`config.mk`:
```
export PLATFORM = sky130hd
export DESIGN_NAME = gpmc_top
export DESIGN_NICKNAME = d
export VERILOG_FILES = /design/src/hdl/gpmc_pkg.sv /design/src/hdl/gpmc_edge_detect.sv /design/src/hdl/gpmc_pad_latch.sv /design/src/hdl/gpmc_top.sv
export SDC_FILE = /design/constraint.sdc
export NUM_CORES = 1
export LEC_CHECK = 0
export ABC_AREA = 1
export BUFFER_PORTS_ARGS = -buffer_cell sky130_fd_sc_hd__buf_2
export CAP_MARGIN = 10
export CELL_PAD_IN_SITES_DETAIL_PLACEMENT = 2
export CELL_PAD_IN_SITES_GLOBAL_PLACEMENT = 2
export CORE_MARGIN = 1.5
export CORE_UTILIZATION = 27
export DETAILED_ROUTE_END_ITERATION = 12
export GPL_ROUTABILITY_DRIVEN = 0
export PLACE_DENSITY = 0.85
export SYNTH_ARGS = -nofsm -noshare
export SYNTH_HDL_FRONTEND = slang
export SYNTH_SLANG_ARGS = --single-unit
```
`constraint.sdc`:
```
create_clock -name sys_clk -period 1.1 [get_ports sys_clk]
set_input_delay 0.11 -clock sys_clk [delete_from_list [all_inputs] [get_ports sys_clk]]
set_output_delay 0.11 -clock sys_clk [all_outputs]
set_load 0.01 [all_outputs]
```
`src/hdl/gpmc_pkg.sv`:
```
// constants, field layout and state codes of the pad mode control block
// assumes an 8-bit special-function-register bus on the cpu clock
package gpmc_pkg;

  // ----------------------------------------------------------------
  // register addresses
  // ----------------------------------------------------------------
  localparam logic [7:0] ADDR_PAD_OPTION_CONTROL  = 8'hb5;
  localparam logic [7:0] ADDR_PIN_FUNCTION_SETUP  = 8'hb6;

  // ----------------------------------------------------------------
  // pad_option_control fields
  // ----------------------------------------------------------------
  localparam int         POC_STROBE_BIT          = 7;
  localparam int         POC_ROFF_BIT            = 6;
  localparam int         POC_MATRIX_BIT          = 5;
  localparam int         POC_DOUBLE_DRIVE_BIT    = 4;
  localparam int         POC_PIN5_TRIP_BIT       = 3;
  localparam int         POC_INPUT_TRIP_BIT      = 2;
  localparam int         POC_LED_LSB             = 0;
  localparam logic [7:0] POC_RESET               = 8'h0c;
  localparam logic [1:0] PAD_LATCH_RESET         = 2'h0;
  localparam logic [1:0] LED_LEVEL_OFF           = 2'h0;

  // ----------------------------------------------------------------
  // pin_function_setup fields
  // ----------------------------------------------------------------
  localparam int         PFS_IRQ1_ANY_BIT        = 7;
  localparam int         PFS_IRQ0_ANY_BIT        = 6;
  localparam int         PFS_CLKOUT_SEL_LSB      = 4;
  localparam int         PFS_CLKOUT_EN_BIT       = 3;
  localparam int         PFS_REF_EN_BIT          = 2;
  localparam logic [7:0] PFS_RESET               = 8'h00;

  // ----------------------------------------------------------------
  // pins and timing
  // ----------------------------------------------------------------
  localparam int         PIN_INPUT_ONLY          = 0;
  localparam int         PIN_ROFF_LO             = 1;
  localparam int         PIN_ROFF_HI             = 2;
  localparam int         PIN_MATRIX_HI           = 3;
  localparam int         PIN_REF_CLK             = 3;
  localparam int         PIN_CLKOUT_A            = 4;
  localparam int         PIN_LED                 = 5;
  localparam int         PIN_CLKOUT_B            = 6;
  localparam int         STROBE_FINISH_CYCLES    = 2;

  typedef enum logic [2:0]
  {
    GPMC_LAT_HOLD   = 3'b001,
    GPMC_LAT_OPEN   = 3'b010,
    GPMC_LAT_FINISH = 3'b100
  } gpmc_lat_state_t;

endpackage

```
`src/hdl/gpmc_edge_detect.sv`:
```
// edge detector for one external interrupt source
// assumes the source level is already synchronised to sys_clk
`timescale 1ns/1ps
`default_nettype none
module gpmc_edge_detect
(
  input  wire logic sys_clk,
  input  wire logic rstn,
  input  wire logic level_in,
  input  wire logic any_edge,
  input  wire logic falling_sel,
  output logic      irq_pulse
);

  logic level_prev_reg;
  logic rise;
  logic fall;

  // ----------------------------------------------------------------
  // edge selection
  // ----------------------------------------------------------------
  always_ff @(posedge sys_clk)
  begin
    if (!rstn)
      level_prev_reg <= 1'b0;
    else
      level_prev_reg <= level_in;
  end

  assign rise = level_in & ~level_prev_reg;
  assign fall = ~level_in & level_prev_reg;

  always_ff @(posedge sys_clk)
  begin
    if (!rstn)
      irq_pulse <= 1'b0;
    else if (any_edge)
      irq_pulse <= rise | fall;
    else
      irq_pulse <= falling_sel ? fall : rise;
  end

endmodule
`default_nettype wire

```
`src/hdl/gpmc_pad_latch.sv`:
```
// model of the pad mode latches behind the strobe bit
// assumes strobe and data come from registers on sys_clk
`timescale 1ns/1ps
`default_nettype none
module gpmc_pad_latch
#(
  parameter int WIDTH = 2
)
(
  input  wire logic             sys_clk,
  input  wire logic             rstn,
  input  wire logic             strobe,
  input  wire logic [WIDTH-1:0] mode_in,
  output logic      [WIDTH-1:0] mode_held,
  output logic                  busy
);

  gpmc_pkg::gpmc_lat_state_t state_reg;
  logic [1:0]                cnt_reg;

  // ----------------------------------------------------------------
  // strobe sequence
  // ----------------------------------------------------------------
  always_ff @(posedge sys_clk)
  begin
    if (!rstn)
    begin
      state_reg <= gpmc_pkg::GPMC_LAT_HOLD;
      cnt_reg   <= 2'h0;
    end
    else
    begin
      unique case (state_reg)
        gpmc_pkg::GPMC_LAT_HOLD:
        begin
          if (strobe)
            state_reg <= gpmc_pkg::GPMC_LAT_OPEN;
        end
        gpmc_pkg::GPMC_LAT_OPEN:
        begin
          cnt_reg <= 2'h1; // open cycle after the clear is the first finish clock
          if (!strobe)
            state_reg <= gpmc_pkg::GPMC_LAT_FINISH;
        end
        gpmc_pkg::GPMC_LAT_FINISH:
        begin
          cnt_reg <= cnt_reg + 2'h1;
          if (strobe)
            state_reg <= gpmc_pkg::GPMC_LAT_OPEN;
          else if (cnt_reg == 2'(gpmc_pkg::STROBE_FINISH_CYCLES - 1))
            state_reg <= gpmc_pkg::GPMC_LAT_HOLD;
        end
        default:
          state_reg <= gpmc_pkg::GPMC_LAT_HOLD;
      endcase
    end
  end

  // ----------------------------------------------------------------
  // latch contents
  // ----------------------------------------------------------------
  always_ff @(posedge sys_clk)
  begin
    if (!rstn)
      mode_held <= gpmc_pkg::PAD_LATCH_RESET[WIDTH-1:0];
    else if (strobe || state_reg != gpmc_pkg::GPMC_LAT_HOLD)
      mode_held <= mode_in;
  end
  // held otherwise

  assign busy = strobe || (state_reg != gpmc_pkg::GPMC_LAT_HOLD);

endmodule
`default_nettype wire

```
`src/hdl/gpmc_top.sv`:
```
// pad mode control: two option registers on the sfr bus and the pad drive logic
// assumes port0 data/config registers, clock divider and irq polarity bits
// live outside on the same sys_clk; pad inputs and irq sources are asynchronous
`timescale 1ns/1ps
`default_nettype none
module gpmc_top
#(
  parameter int PINS = 8
)
(
  input  wire logic            sys_clk,
  input  wire logic            rstn,
  // sfr bus
  input  wire logic [7:0]      sfr_addr,
  input  wire logic [7:0]      sfr_wdata,
  input  wire logic            sfr_wr,
  input  wire logic            sfr_rd,
  output logic      [7:0]      sfr_rdata,
  // companion registers outside this block
  input  wire logic [PINS-1:0] port0_data_register,
  input  wire logic [PINS-1:0] port0_drive_config,
  input  wire logic            ext_irq0_falling_sel,
  input  wire logic            ext_irq1_falling_sel,
  // clock generator
  input  wire logic            gen_clk_wave,
  input  wire logic            gen_clk_period_start,
  output logic                 clkout_idle,
  // pads
  input  wire logic [PINS-1:0] pad_in,
  input  wire logic            ext_irq0_src,
  input  wire logic            ext_irq1_src,
  output logic      [PINS-1:0] pad_out,
  output logic      [PINS-1:0] pad_oe,
  output logic      [PINS-1:0] pad_pullup_en,
  output logic      [PINS-1:0] pad_trip_mid,
  output logic                 double_drive,
  output logic      [1:0]      led_current_level,
  output logic                 led_on,
  output logic                 ref_clk_in,
  output logic                 strobe_busy,
  output logic                 roff_mode,
  output logic                 matrix_mode,
  output logic      [PINS-1:0] pad_in_sync,
  output logic                 ext_irq0,
  output logic                 ext_irq1
);

  // ----------------------------------------------------------------
  // declarations
  // ----------------------------------------------------------------
  logic [7:0]      poc_reg;
  logic [7:0]      pfs_reg;
  logic [1:0]      mode_held;
  logic            wr_poc;
  logic            wr_pfs;
  logic [PINS-1:0] pad_meta_reg;
  logic [PINS-1:0] pad_sync_reg;
  logic [1:0]      irq_meta_reg;
  logic [1:0]      irq_sync_reg;
  logic            clk_gate_reg;
  logic            clk_wave_reg;
  logic            clkout_en;
  logic [1:0]      clkout_sel;
  logic [PINS-1:0] out_next;
  logic [PINS-1:0] oe_next;
  logic [PINS-1:0] pull_next;
  logic [PINS-1:0] trip_next;
  logic [7:0]      rdata_next;
  logic [1:0]      led_level;
  logic            led_enable;

  assign wr_poc     = sfr_wr && (sfr_addr == gpmc_pkg::ADDR_PAD_OPTION_CONTROL);
  assign wr_pfs     = sfr_wr && (sfr_addr == gpmc_pkg::ADDR_PIN_FUNCTION_SETUP);
  assign clkout_en  = pfs_reg[gpmc_pkg::PFS_CLKOUT_EN_BIT];
  assign clkout_sel = pfs_reg[gpmc_pkg::PFS_CLKOUT_SEL_LSB +: 2];
  assign led_level  = poc_reg[gpmc_pkg::POC_LED_LSB +: 2];
  assign led_enable = led_level != gpmc_pkg::LED_LEVEL_OFF;

  // ----------------------------------------------------------------
  // option registers
  // ----------------------------------------------------------------
  always_ff @(posedge sys_clk)
  begin
    if (!rstn)
      poc_reg <= gpmc_pkg::POC_RESET;
    else if (wr_poc)
      poc_reg <= sfr_wdata;
  end

  // reserved low bits are stored as written; software keeps them 0
  always_ff @(posedge sys_clk)
  begin
    if (!rstn)
      pfs_reg <= gpmc_pkg::PFS_RESET;
    else if (wr_pfs)
      pfs_reg <= sfr_wdata;
  end

  // ----------------------------------------------------------------
  // pad mode latches
  // ----------------------------------------------------------------
  gpmc_pad_latch
  #(
    .WIDTH (2)
  )
  u_pad_latch
  (
    .sys_clk   (sys_clk),
    .rstn      (rstn),
    .strobe    (poc_reg[gpmc_pkg::POC_STROBE_BIT]),
    .mode_in   ({poc_reg[gpmc_pkg::POC_ROFF_BIT], poc_reg[gpmc_pkg::POC_MATRIX_BIT]}),
    .mode_held (mode_held),
    .busy      (strobe_busy)
  );

  assign roff_mode   = mode_held[1];
  assign matrix_mode = mode_held[0];

  // ----------------------------------------------------------------
  // read path
  // ----------------------------------------------------------------
  always_comb
  begin
    rdata_next = 8'h00;
    if (sfr_addr == gpmc_pkg::ADDR_PAD_OPTION_CONTROL)
    begin
      rdata_next = poc_reg;
      rdata_next[gpmc_pkg::POC_ROFF_BIT]   = roff_mode;
      rdata_next[gpmc_pkg::POC_MATRIX_BIT] = matrix_mode;
    end
    else if (sfr_addr == gpmc_pkg::ADDR_PIN_FUNCTION_SETUP)
    begin
      rdata_next = pfs_reg;
    end
  end

  always_ff @(posedge sys_clk)
  begin
    if (!rstn)
      sfr_rdata <= 8'h00;
    else if (sfr_rd)
      sfr_rdata <= rdata_next;
  end

  // ----------------------------------------------------------------
  // input synchronisers
  // ----------------------------------------------------------------
  always_ff @(posedge sys_clk)
  begin
    if (!rstn)
    begin
      pad_meta_reg <= '0;
      pad_sync_reg <= '0;
    end
    else
    begin
      pad_meta_reg <= pad_in;
      pad_sync_reg <= pad_meta_reg;
    end
  end

  always_ff @(posedge sys_clk)
  begin
    if (!rstn)
    begin
      irq_meta_reg <= 2'h0;
      irq_sync_reg <= 2'h0;
    end
    else
    begin
      irq_meta_reg <= {ext_irq1_src, ext_irq0_src};
      irq_sync_reg <= irq_meta_reg;
    end
  end

  assign pad_in_sync = pad_sync_reg;
  assign ref_clk_in  = pad_sync_reg[gpmc_pkg::PIN_REF_CLK] &
                       pfs_reg[gpmc_pkg::PFS_REF_EN_BIT];

  // ----------------------------------------------------------------
  // external interrupt edges
  // ----------------------------------------------------------------
  gpmc_edge_detect u_irq0
  (
    .sys_clk     (sys_clk),
    .rstn        (rstn),
    .level_in    (irq_sync_reg[0]),
    .any_edge    (pfs_reg[gpmc_pkg::PFS_IRQ0_ANY_BIT]),
    .falling_sel (ext_irq0_falling_sel),
    .irq_pulse   (ext_irq0)
  );

  gpmc_edge_detect u_irq1
  (
    .sys_clk     (sys_clk),
    .rstn        (rstn),
    .level_in    (irq_sync_reg[1]),
    .any_edge    (pfs_reg[gpmc_pkg::PFS_IRQ1_ANY_BIT]),
    .falling_sel (ext_irq1_falling_sel),
    .irq_pulse   (ext_irq1)
  );

  // ----------------------------------------------------------------
  // clock output gate
  // ----------------------------------------------------------------
  // gate only changes at a period start, so a running period is finished
  always_ff @(posedge sys_clk)
  begin
    if (!rstn)
      clk_gate_reg <= 1'b0;
    else if (gen_clk_period_start)
      clk_gate_reg <= clkout_en;
  end

  always_ff @(posedge sys_clk)
  begin
    if (!rstn)
      clk_wave_reg <= 1'b0;
    else
      clk_wave_reg <= gen_clk_wave & clk_gate_reg;
  end

  assign clkout_idle = ~clk_gate_reg;

  // ----------------------------------------------------------------
  // pad drive
  // ----------------------------------------------------------------
  always_comb
  begin
    out_next  = '0;
    oe_next   = '0;
    pull_next = '0;
    trip_next = '0;
    for (int i = 0; i < PINS; i++)
    begin
      // open drain drives low only, push-pull always drives
      out_next[i]  = port0_data_register[i];
      oe_next[i]   = port0_drive_config[i] | ~port0_data_register[i];
      pull_next[i] = ~port0_drive_config[i];
      trip_next[i] = poc_reg[gpmc_pkg::POC_INPUT_TRIP_BIT];
    end
    trip_next[gpmc_pkg::PIN_LED] = poc_reg[gpmc_pkg::POC_PIN5_TRIP_BIT];
    out_next[gpmc_pkg::PIN_INPUT_ONLY] = 1'b0;
    oe_next[gpmc_pkg::PIN_INPUT_ONLY]  = 1'b0;
    out_next[gpmc_pkg::PIN_LED]        = 1'b0;
    oe_next[gpmc_pkg::PIN_LED]         = 1'b0;
    if (roff_mode)
    begin
      for (int i = gpmc_pkg::PIN_ROFF_LO; i <= gpmc_pkg::PIN_ROFF_HI; i++)
        pull_next[i] = 1'b0;
    end
    if (matrix_mode)
    begin
      for (int i = gpmc_pkg::PIN_ROFF_LO; i <= gpmc_pkg::PIN_MATRIX_HI; i++)
      begin
        out_next[i]  = 1'b0;
        oe_next[i]   = 1'b1;
        pull_next[i] = 1'b0;
      end
    end
    if (clkout_sel[0])
    begin
      out_next[gpmc_pkg::PIN_CLKOUT_A]  = clk_wave_reg;
      oe_next[gpmc_pkg::PIN_CLKOUT_A]   = 1'b1;
      pull_next[gpmc_pkg::PIN_CLKOUT_A] = 1'b0;
    end
    if (clkout_sel[1])
    begin
      out_next[gpmc_pkg::PIN_CLKOUT_B]  = clk_wave_reg;
      oe_next[gpmc_pkg::PIN_CLKOUT_B]   = 1'b1;
      pull_next[gpmc_pkg::PIN_CLKOUT_B] = 1'b0;
    end
    if (pfs_reg[gpmc_pkg::PFS_REF_EN_BIT])
    begin
      out_next[gpmc_pkg::PIN_REF_CLK] = 1'b0;
      oe_next[gpmc_pkg::PIN_REF_CLK]  = 1'b0;
    end
  end

  // ----------------------------------------------------------------
  // pad drive registers
  // ----------------------------------------------------------------
  always_ff @(posedge sys_clk)
  begin
    if (!rstn)
      pad_out <= '0;
    else
      pad_out <= out_next;
  end

  always_ff @(posedge sys_clk)
  begin
    if (!rstn)
      pad_oe <= '0;
    else
      pad_oe <= oe_next;
  end

  always_ff @(posedge sys_clk)
  begin
    if (!rstn)
      pad_pullup_en <= '0;
    else
      pad_pullup_en <= pull_next;
  end

  always_ff @(posedge sys_clk)
  begin
    if (!rstn)
      pad_trip_mid <= '0;
    else
      pad_trip_mid <= trip_next;
  end

  // ----------------------------------------------------------------
  // drive strength
  // ----------------------------------------------------------------
  always_ff @(posedge sys_clk)
  begin
    if (!rstn)
      double_drive <= 1'b0;
    else
      double_drive <= poc_reg[gpmc_pkg::POC_DOUBLE_DRIVE_BIT];
  end

  // ----------------------------------------------------------------
  // led current and switching
  // ----------------------------------------------------------------
  always_ff @(posedge sys_clk)
  begin
    if (!rstn)
      led_current_level <= gpmc_pkg::LED_LEVEL_OFF;
    else
      led_current_level <= led_level;
  end

  always_ff @(posedge sys_clk)
  begin
    if (!rstn)
      led_on <= 1'b0;
    else
      led_on <= port0_data_register[gpmc_pkg::PIN_LED] & led_enable;
  end

endmodule
`default_nettype wire

```
======== Word-level counts from Yosys, hierarchy flattened ========
Index checks and enable logic that the tools add are counted.
operators by class
  $add $sub $neg .......................... 1
  $mul .................................... 0
  div/mod/pow operators ................... 0
  magnitude comparators ................... 0
  equality and inequality tests ........... 10
  shift-type cells ........................ 0
  multiplexer cells ....................... 17
  bitwise gates (word level) .............. 35
  reduce and logical (&&, ||, !) cells .... 12
operator list
  kind                                                    number
  inverter 1 bit                                          20
  equality test 8 bit (second input constant)             2
  2-to-1 mux 8 bit                                        2
  2-to-1 mux 3 bit                                        5
  one-hot mux 3 bit (3 select lines)                      1
  2-to-1 mux 1 bit                                        8
  OR 1 bit                                                8
  OR reduction 2 bit                                      4
  AND 1 bit                                               7
  OR reduction 3 bit                                      2
  inequality test 2 bit (second input constant)           2
  one-hot mux 2 bit (2 select lines)                      1
  nonzero test 2 bit                                      2
  equality test 3 x 1 -> 1 bit (second input constant)    1
  equality test 3 x 2 -> 1 bit (second input constant)    1
  equality test 3 bit (second input constant)             1
  inequality test 3 x 1 -> 1 bit (second input constant)  1
  inequality test 3 x 2 -> 1 bit (second input constant)  1
  AND reduction 3 bit                                     1
  adder 2 x 1 -> 2 bit (second input constant)            1
  equality test 2 x 1 -> 1 bit (second input constant)    1
  logical AND 1 bit                                       2
  logical OR 1 bit                                        1
word-level totals
  flip-flop bits (word level) ............. 92
  latch bits .............................. 0
  bits in writable memories ............... 0
  memory bits (read-only) ................. 0
  input port bits ......................... 50
  output and inout port bits .............. 59
  logic and storage cells ................. 107
  memories kept ........................... 0

======== Longest topological paths before layout ========
Gate-level depths: netlist (run 1).
  depth in word-level cells ............... 4
  gate-level depth with buffers ........... 8
  mapped depth without buffers ............ 8

======== Hierarchy ========
From an unflattened synthesis (run 1), not the netlist that was laid out.
unflattened totals
  cells, all modules ...................... 422
  area, all modules ....................... 3253.1 sq um
modules (own cells, without submodules)
  module            instances  cells each  area an instance (sq um)  sequential area each (sq um)
  gpmc_top          1          337         2668.8                    1441.4
  gpmc_pad_latch    1          51          356.6                     140.1
  gpmc_edge_detect  2          17          113.9                     40.0

======== Least setup slack after synthesis (run 1) ========
Ideal clock, no wire load.
  kind .................................... flip-flop to flip-flop
  from .................................... register poc_reg[7]
  to ...................................... register u_pad_latch.state_reg[0]
  setup time .............................. 0.113 ns
  arrival time ............................ 0.930 ns
  required time ........................... 0.987 ns
  path slack .............................. 0.057 ns
  cell stages (with the launch flop) ...... 7
  path buffers ............................ 0
  clock period less this slack ............ 1.043 ns
  cells stage by stage .................... dfxtp_1 -> inv_1 -> nand4_2 -> nand3_1 -> inv_1 -> nand2_1 -> nand2_1
between the ends
  word-level cells in the longest chain between the ends .. 2
  elaborated cells between the ends (all ways) .. 6
  those cells by class .................... eq/ne: 3; mux: 2; reduce/logical: 1
ends and longest elaborated chain
  item                                                                                 RTL line              RTL
  start, declared                                                                      gpmc_top.sv:51        logic [7:0] poc_reg;
  start signal, assigned                                                               gpmc_top.sv:85        poc_reg <= gpmc_pkg::POC_RESET;
  start signal, assigned                                                               gpmc_top.sv:87        poc_reg <= sfr_wdata;
  inequality test 3 x 2 -> 1 bit (no line), or another cell as far along               --
  AND reduction 3 bit (no line) or one-hot mux 3 bit (3 select lines) (tied branches)  --
  end signal, assigned                                                                 gpmc_pad_latch.sv:28  state_reg <= gpmc_pkg::GPMC_LAT_HOLD;
  end signal, assigned                                                                 gpmc_pad_latch.sv:37  state_reg <= gpmc_pkg::GPMC_LAT_OPEN;
  end signal, assigned                                                                 gpmc_pad_latch.sv:43  state_reg <= gpmc_pkg::GPMC_LAT_FINISH;
  end, declared                                                                        gpmc_pad_latch.sv:18  gpmc_pkg::gpmc_lat_state_t state_reg;
Several ways; a longest one is shown, not always the timed one.
A chain may end at the register's enable or synchronous reset.

======== Final worst setup path (run 1) ========
  from .................................... register u_pad_latch.cnt_reg[1]
  to ...................................... register u_pad_latch.state_reg[0]
between the ends
  word-level cells in the longest chain between the ends .. 3
ends and longest elaborated chain
  item                                      RTL line              RTL
  start, declared                           gpmc_pad_latch.sv:19  logic [1:0] cnt_reg;
  start signal, assigned                    gpmc_pad_latch.sv:47  cnt_reg <= cnt_reg + 2'h1;
  equality test 2 x 1 -> 1 bit              gpmc_pad_latch.sv:50  else if (cnt_reg == 2'(gpmc_pkg::STROBE_FINISH_CYCLES - 1))
  inequality test 3 x 2 -> 1 bit (no line)  --
  AND reduction 3 bit (no line)             --
  end signal, assigned                      gpmc_pad_latch.sv:49  state_reg <= gpmc_pkg::GPMC_LAT_OPEN;
  end signal, assigned                      gpmc_pad_latch.sv:51  state_reg <= gpmc_pkg::GPMC_LAT_HOLD;
  end signal, assigned                      gpmc_pad_latch.sv:54  state_reg <= gpmc_pkg::GPMC_LAT_HOLD;
Every way passes these cells.

==> impl_metrics.ini, run 1 <==
[die]
start_util_pct = 27.9
die_area_um2 = 12500
fp.dieH_um = 112
fp.coreArea_um2 = 11500
die_x_um = 112
rows = 39
io-pin-count = 109

[outcome]
violations = negative setup slack
status = finished with violations

[finish]
fin_area_um2 = 4510
drive_gt1_share_pct = 31.2
areaGrowthSynthToFinish_pct = 40.9
final_common_cell = buf_2
fin_cells = 692
final_cell_mix = buf_2, nand2_1, inv_1, dfxtp_1, nor2_1
nFillCells = 1339
nets = 599

[global_route]
track_usage_pct = 18.4
overflow = 0
grt_use_met2_pct = 35.0
grt_pass1_vias = 3383
grt-busiest-layer = met2
antenna_found_initial = 2
met1_usage_pct = 19.4
grt_pass1_wl_um = 17900
grt_max_degree = 55
grt_use_met3_pct = 5.82

[clock_tree]
clk_pin_slew_ns = 0.06
clk_latency_ns = 0.35
ctsLongestPathBuffers = 2
root_buffer = clkbuf_16
h-tree-depth = 3
cts.sinks = 83
cts_buffers = 9
cts_tree = built

[worst_setup_path]
r2r-end = u_pad_latch.state_reg[0]
r2r_start = u_pad_latch.cnt_reg[1]
crit_end = u_pad_latch.state_reg[0]
reg2regPathDepth = 8
rrSetupSlack_ns = -0.02
crit_path_start = u_pad_latch.cnt_reg[1]
crit_required_ns = 1.33
worst_setup_path_start_kind = flip-flop
end_kind = flip-flop
critPathKind = flip-flop to flip-flop
path_max_fanout = 2
arrival_ns = 1.35

[route]
drt_iter0_drc = 75
antenna_left = 0
drt-pass1-iter-count = 4
vias = 3009
wl_per_cell_um = 15.9
wl_um = 11000
routed_via_density = 4.35
drc = 0

[sta]
min_period_over_period_pct = 102
hold_viol = 0
fin_crit_ns = 1.12
timing.fmax_mhz = 894
fin_setup_tns_ns = -0.0420
maxSlewViolCount = 0
setup_slack_ns = -0.0180
rsz0062_at_grt = true
final.setup_skew_ns = 0.00834
setup_viol = 3

[pwr]
vdd_drop_max_uv = 770
finalPower_mw = 7.59
power.leakage_nw = 2.51
p_per_area_nw_per_um2 = 1680

[placement]
hpwlAfterDp_um = 7220
dpl.cell_count = 645
numPortBuffers = 103
pre_cts_slack_ns = -0.0734
post_dp_cell_area_um2 = 3830

[synthesis]
yosysUniqueCellTypes = 26
avgSynthCellArea_um2 = 7.80
synth_top_area_share_pct = 52.0
synth_seq_area_share_pct = 52.0
synth_cells = 410
ys_ff_latch = 83
syn_area_um2 = 3200
synthTopCellsByArea = dfxtp_1, nand2_1, inv_1
yosysTopAreaCell = dfxtp_1
yosys_warnings = 0

[min_path]
worstHoldPathCells = 2
worstHoldPathType = input pin to flip-flop

[flow_run]
drv_cap = 0
==> worst min path at each step <==
stage	end	slack, ns	from
after floorplan	pad_pullup_en[0]	0.18	port0_drive_config[0]
after global placement	pad_pullup_en[0]	0.27	port0_drive_config[0]
after detailed placement	pad_pullup_en[5]	0.27	port0_drive_config[5]
after CTS	poc_reg[2]	0.0006	sfr_wdata[2]
after global routing	led_on	0.01	port0_data_register[5]
final	led_on	0.02	port0_data_register[5]
==> worst max-delay path, cell delays in order (launching register included) <==
cell and delay, ns:
dfxtp_2 0.33, inv_2 0.05, ha_4 0.15, inv_2 0.04, nand4_1 0.16, nand3_2 0.14, inv_2 0.05, nand2_2 0.05
nand2_1 0.05
==> kinds of logic after synthesis <==
kind of cell / share of synthesized area, %
AOI/OAI and AO/OA: 4.42
adders and majority gates: 1.96
other: 0.117
and+or+nand+nor: 27.3
buffers and inverters: 14.2
DFF: 52.0
==> routing by layer <==
layer,vias to the layer above,part of all wire (%)
li1,1476,-
met3,16,5.4
met2,81,55
met4,2,1.9
met5,-,0.15
met1,1434,38
==> through the flow <==
stage / hold WS (ns) / util, %
final: 0.0174 / 39.3
after global routing: 0.0123 / 39.3
after CTS: 0.000555 / 38.7
after detailed placement: 0.273 / 33.4
after global placement: 0.266 / 33.4
after floorplan: 0.182 / -
==> where the power goes <==
| part | leakage [nW] | internal (mW) | switching, mW | total [mW] |
|---|---|---|---|---|
| sequential | 0.686 | 3.20 | 0.152 | 3.36 |
| clock | 0.145 | 1.88 | 1.27 | 3.15 |
| combinational | 1.68 | 0.463 | 0.614 | 1.08 |
| total | 2.51 | 5.55 | 2.04 | 7.59 |
==> Yosys cell counts <==
| cell type | count |
|---|---|
| a21boi_0 | 1 |
| a21oi_1 | 12 |
| and2_1 | 1 |
| buf_1 | 3 |
| buf_2 | 4 |
| buf_4 | 12 |
| buf_6 | 2 |
| clkbuf_1 | 2 |
| conb_1 | 1 |
| dfxtp_1 | 83 |
| ha_1 | 5 |
| inv_1 | 80 |
| inv_2 | 1 |
| nand2_1 | 81 |
| nand2_2 | 5 |
| nand2_4 | 1 |
| nand3_1 | 31 |
| nand3_4 | 2 |
| nand4_1 | 3 |
| nand4_2 | 1 |
| nor2_1 | 57 |
| nor2_8 | 3 |
| nor3_1 | 5 |
| o211ai_1 | 1 |
| o21ai_0 | 12 |
| o22ai_1 | 1 |
==> timing repair <==
action	CTS	global route
resized for setup	16	20
endpoints found under the hold margin	27	0
gates cloned	0	0
pin swaps	2	3
buffers inserted	3	4
hold buffers	24	0
setup endpoints to repair	9	12
==> final cells by class <==
| class | count | area, um2 | share of cell area, % |
|---|---|---|---|
| sequential | 83 | 1680 | 37.2 |
| tap | 143 | 179 | 3.97 |
| inverter | 81 | 307 | 6.80 |
| multi-input combinational | 226 | 1140 | 25.4 |
| clock inverter | 3 | 46.3 | 1.03 |
| timing repair buffer | 143 | 895 | 19.9 |
| antenna | 1 | 2.50 | 0.0555 |
| clock buffer | 12 | 256 | 5.69 |
Note: power is estimated with default switching activity, not from simulation.
==> inputs of run 2 (changes only) <==
--- a/config.mk
+++ b/config.mk
@@ -5,13 +5,12 @@
 export SDC_FILE = /design/constraint.sdc
 export NUM_CORES = 1
 export LEC_CHECK = 0
-export ABC_AREA = 1
 export BUFFER_PORTS_ARGS = -buffer_cell sky130_fd_sc_hd__buf_2
 export CAP_MARGIN = 10
 export CELL_PAD_IN_SITES_DETAIL_PLACEMENT = 2
 export CELL_PAD_IN_SITES_GLOBAL_PLACEMENT = 2
 export CORE_MARGIN = 1.5
-export CORE_UTILIZATION = 27
+export CORE_UTILIZATION = 29
 export DETAILED_ROUTE_END_ITERATION = 12
 export GPL_ROUTABILITY_DRIVEN = 0
 export PLACE_DENSITY = 0.85
==> impl_metrics.ini, run 2 <==
[finish]
nets = 490
final_common_cell = buf_2
final_cell_mix = buf_2, dfxtp_1, nand2_1
fin_cells = 576
seq_area_um2 = 1690
areaGrowthSynthToFinish_pct = 45.0
diodes = 0
multi_input_area_um2 = 1310
drive_gt1_share_pct = 42.3
fin_area_um2 = 4450
nFillCells = 1109
post-route-util_pct = 43.3

[worst_setup_path]
end_kind = primary output
cp_slowest_cell = or3b_4
critPathKind = flip-flop to primary output
worst_setup_path_start_kind = flip-flop
path_max_fanout = 5
arrival_ns = 1.37
reg2regPathDepth = 6
crit_required_ns = 0.99
r2r_start = u_pad_latch.state_reg[1]
crit_path_max_incr_delay_ns = 0.43
crit_path_start = u_pad_latch.state_reg[1]
crit_chain = or3b_4 -> nor2_4 -> inv_2 -> buf_6

[global_route]
grt_pass1_wl_um = 14500
overflow = 0
track_usage_pct = 16.6
grt_pass1_vias = 2891
grt_max_degree = 36
antenna_found_initial = 0

[sta]
rsz0062_at_grt = true
min_period_over_period_pct = 134
fin_setup_tns_ns = -1.10
final.setup_skew_ns = 0.00769
hold_viol = 0
timing.fmax_mhz = 677
maxSlewViolCount = 0
setup_slack_ns = -0.378
setup_viol = 7
fin_crit_ns = 1.48

[route]
drt-pass1-iter-count = 4
drc = 0
antenna_left = 0
vias = 2572
drt_iter0_drc = 53
routed_via_density = 4.47
wl_per_cell_um = 15.7
wl_um = 9070

[min_path]
worstHoldPathCells = 3
hp-start = sfr_wdata[5]
worstHoldPathType = input pin to flip-flop

[clock_tree]
cts.sinks = 83
cts_buffers = 9
h-tree-depth = 3
clk_pin_slew_ns = 0.08
ctsLongestPathBuffers = 2
root_buffer = clkbuf_8
cts_tree = built
clk_latency_ns = 0.35

[synthesis]
synth_cells = 297
synth_flop_cell = dfxtp_1
synth_seq_area_share_pct = 54.2
synth_top_area_share_pct = 54.2
yosysTopAreaCell = dfxtp_1
yosysMostFrequentCell = dfxtp_1
ys_ff_latch = 83
yosys_warnings = 0
syn_area_um2 = 3070
synth_edf_count = 0
avgSynthCellArea_um2 = 10.3
synthArstFlopShare_pct = 0
yosysUniqueCellTypes = 45
synthTopCellsByArea = dfxtp_1, and2_1, nand2_1
synth_common_cells = dfxtp_1, nand2_1, and2_1

[placement]
numPortBuffers = 103
dpl.cell_count = 529
post_dp_cell_area_um2 = 3730
hpwlAfterDp_um = 6060
pre_cts_slack_ns = -0.121

[die]
fp.dieH_um = 106
die_area_um2 = 11200
die_x_um = 106
fp.coreArea_um2 = 10300
rows = 37
io-pin-count = 109
start_util_pct = 29.8

[outcome]
violations = negative setup slack
status = finished with violations

[pwr]
power.leakage_nw = 1.99
vdd_drop_max_uv = 473
p_per_area_nw_per_um2 = 1420

[flow_run]
drv_cap = 0
==> run 2: metal layers <==
| layer | GRT usage, % | share of wire (%) |
|---|---|---|
| met3 | 4.21 | 5.4 |
| met5 | 0 | 0 |
| met2 | 30.5 | 52 |
| met4 | 6.47 | 2.7 |
| met1 | 18.2 | 40 |
==> run 2: layout make-up <==
class,count,share of cell area (%)
well taps,136,3.83
multi-input cells,177,29.5
inverters,16,1.46
flip-flops and latches,83,37.9
repair buffers,148,21.7
clock buffers,10,3.09
clock inverters,6,2.53
==> run 2: per-stage QoR <==
step / total power [mW] / hold WS (ns)
after floorplan: 3.41 / 0.182
after global placement: 3.58 / 0.265
after detailed placement: 3.60 / 0.273
after CTS: 6.37 / 0.00149
after global routing: 6.60 / 0.0172
final: 6.32 / 0.0130
==> run 2: critical path: cells and delay by family (launching register included) <==
family / cells / cell delay [ns]
simple gates: 2 / 0.54
flops: 1 / 0.33
buf+inv: 2 / 0.15
==> run 2: cell families after synthesis <==
family                     Yosys count  synth area share (%)
other                                1                 0.122
AOI/OAI and AO/OA                   46                  10.9
adders and majority gates            5                  2.04
muxes                               13                  4.32
buffers and inverters               40                  7.38
DFF                                 83                  54.2
and+or+nand+nor                    109                  21.0
==> run 2: power by group <==
part	switching, mW	internal (mW)	total (mW)
logic	0.239	0.271	0.510
clock network	1.13	1.57	2.70
registers	0.0301	3.08	3.11
==> run 2: final timing paths <==
kind	end	slack, ns
max	strobe_busy	-0.38
min	poc_reg[5]	0.01
max reg2reg	u_pad_latch.mode_held[1]	-0.24
min reg2reg	pad_in_sync[0]	0.44
==> run 2: what timing repair did <==
| item | CTS | global route |
|---|---|---|
| pin swaps | 10 | 7 |
| setup buffers | 2 | 3 |
| endpoints found under the setup margin | 12 | 11 |
| hold buffers | 27 | 0 |
| resized for setup | 33 | 18 |
| endpoints found under the hold margin | 30 | 0 |
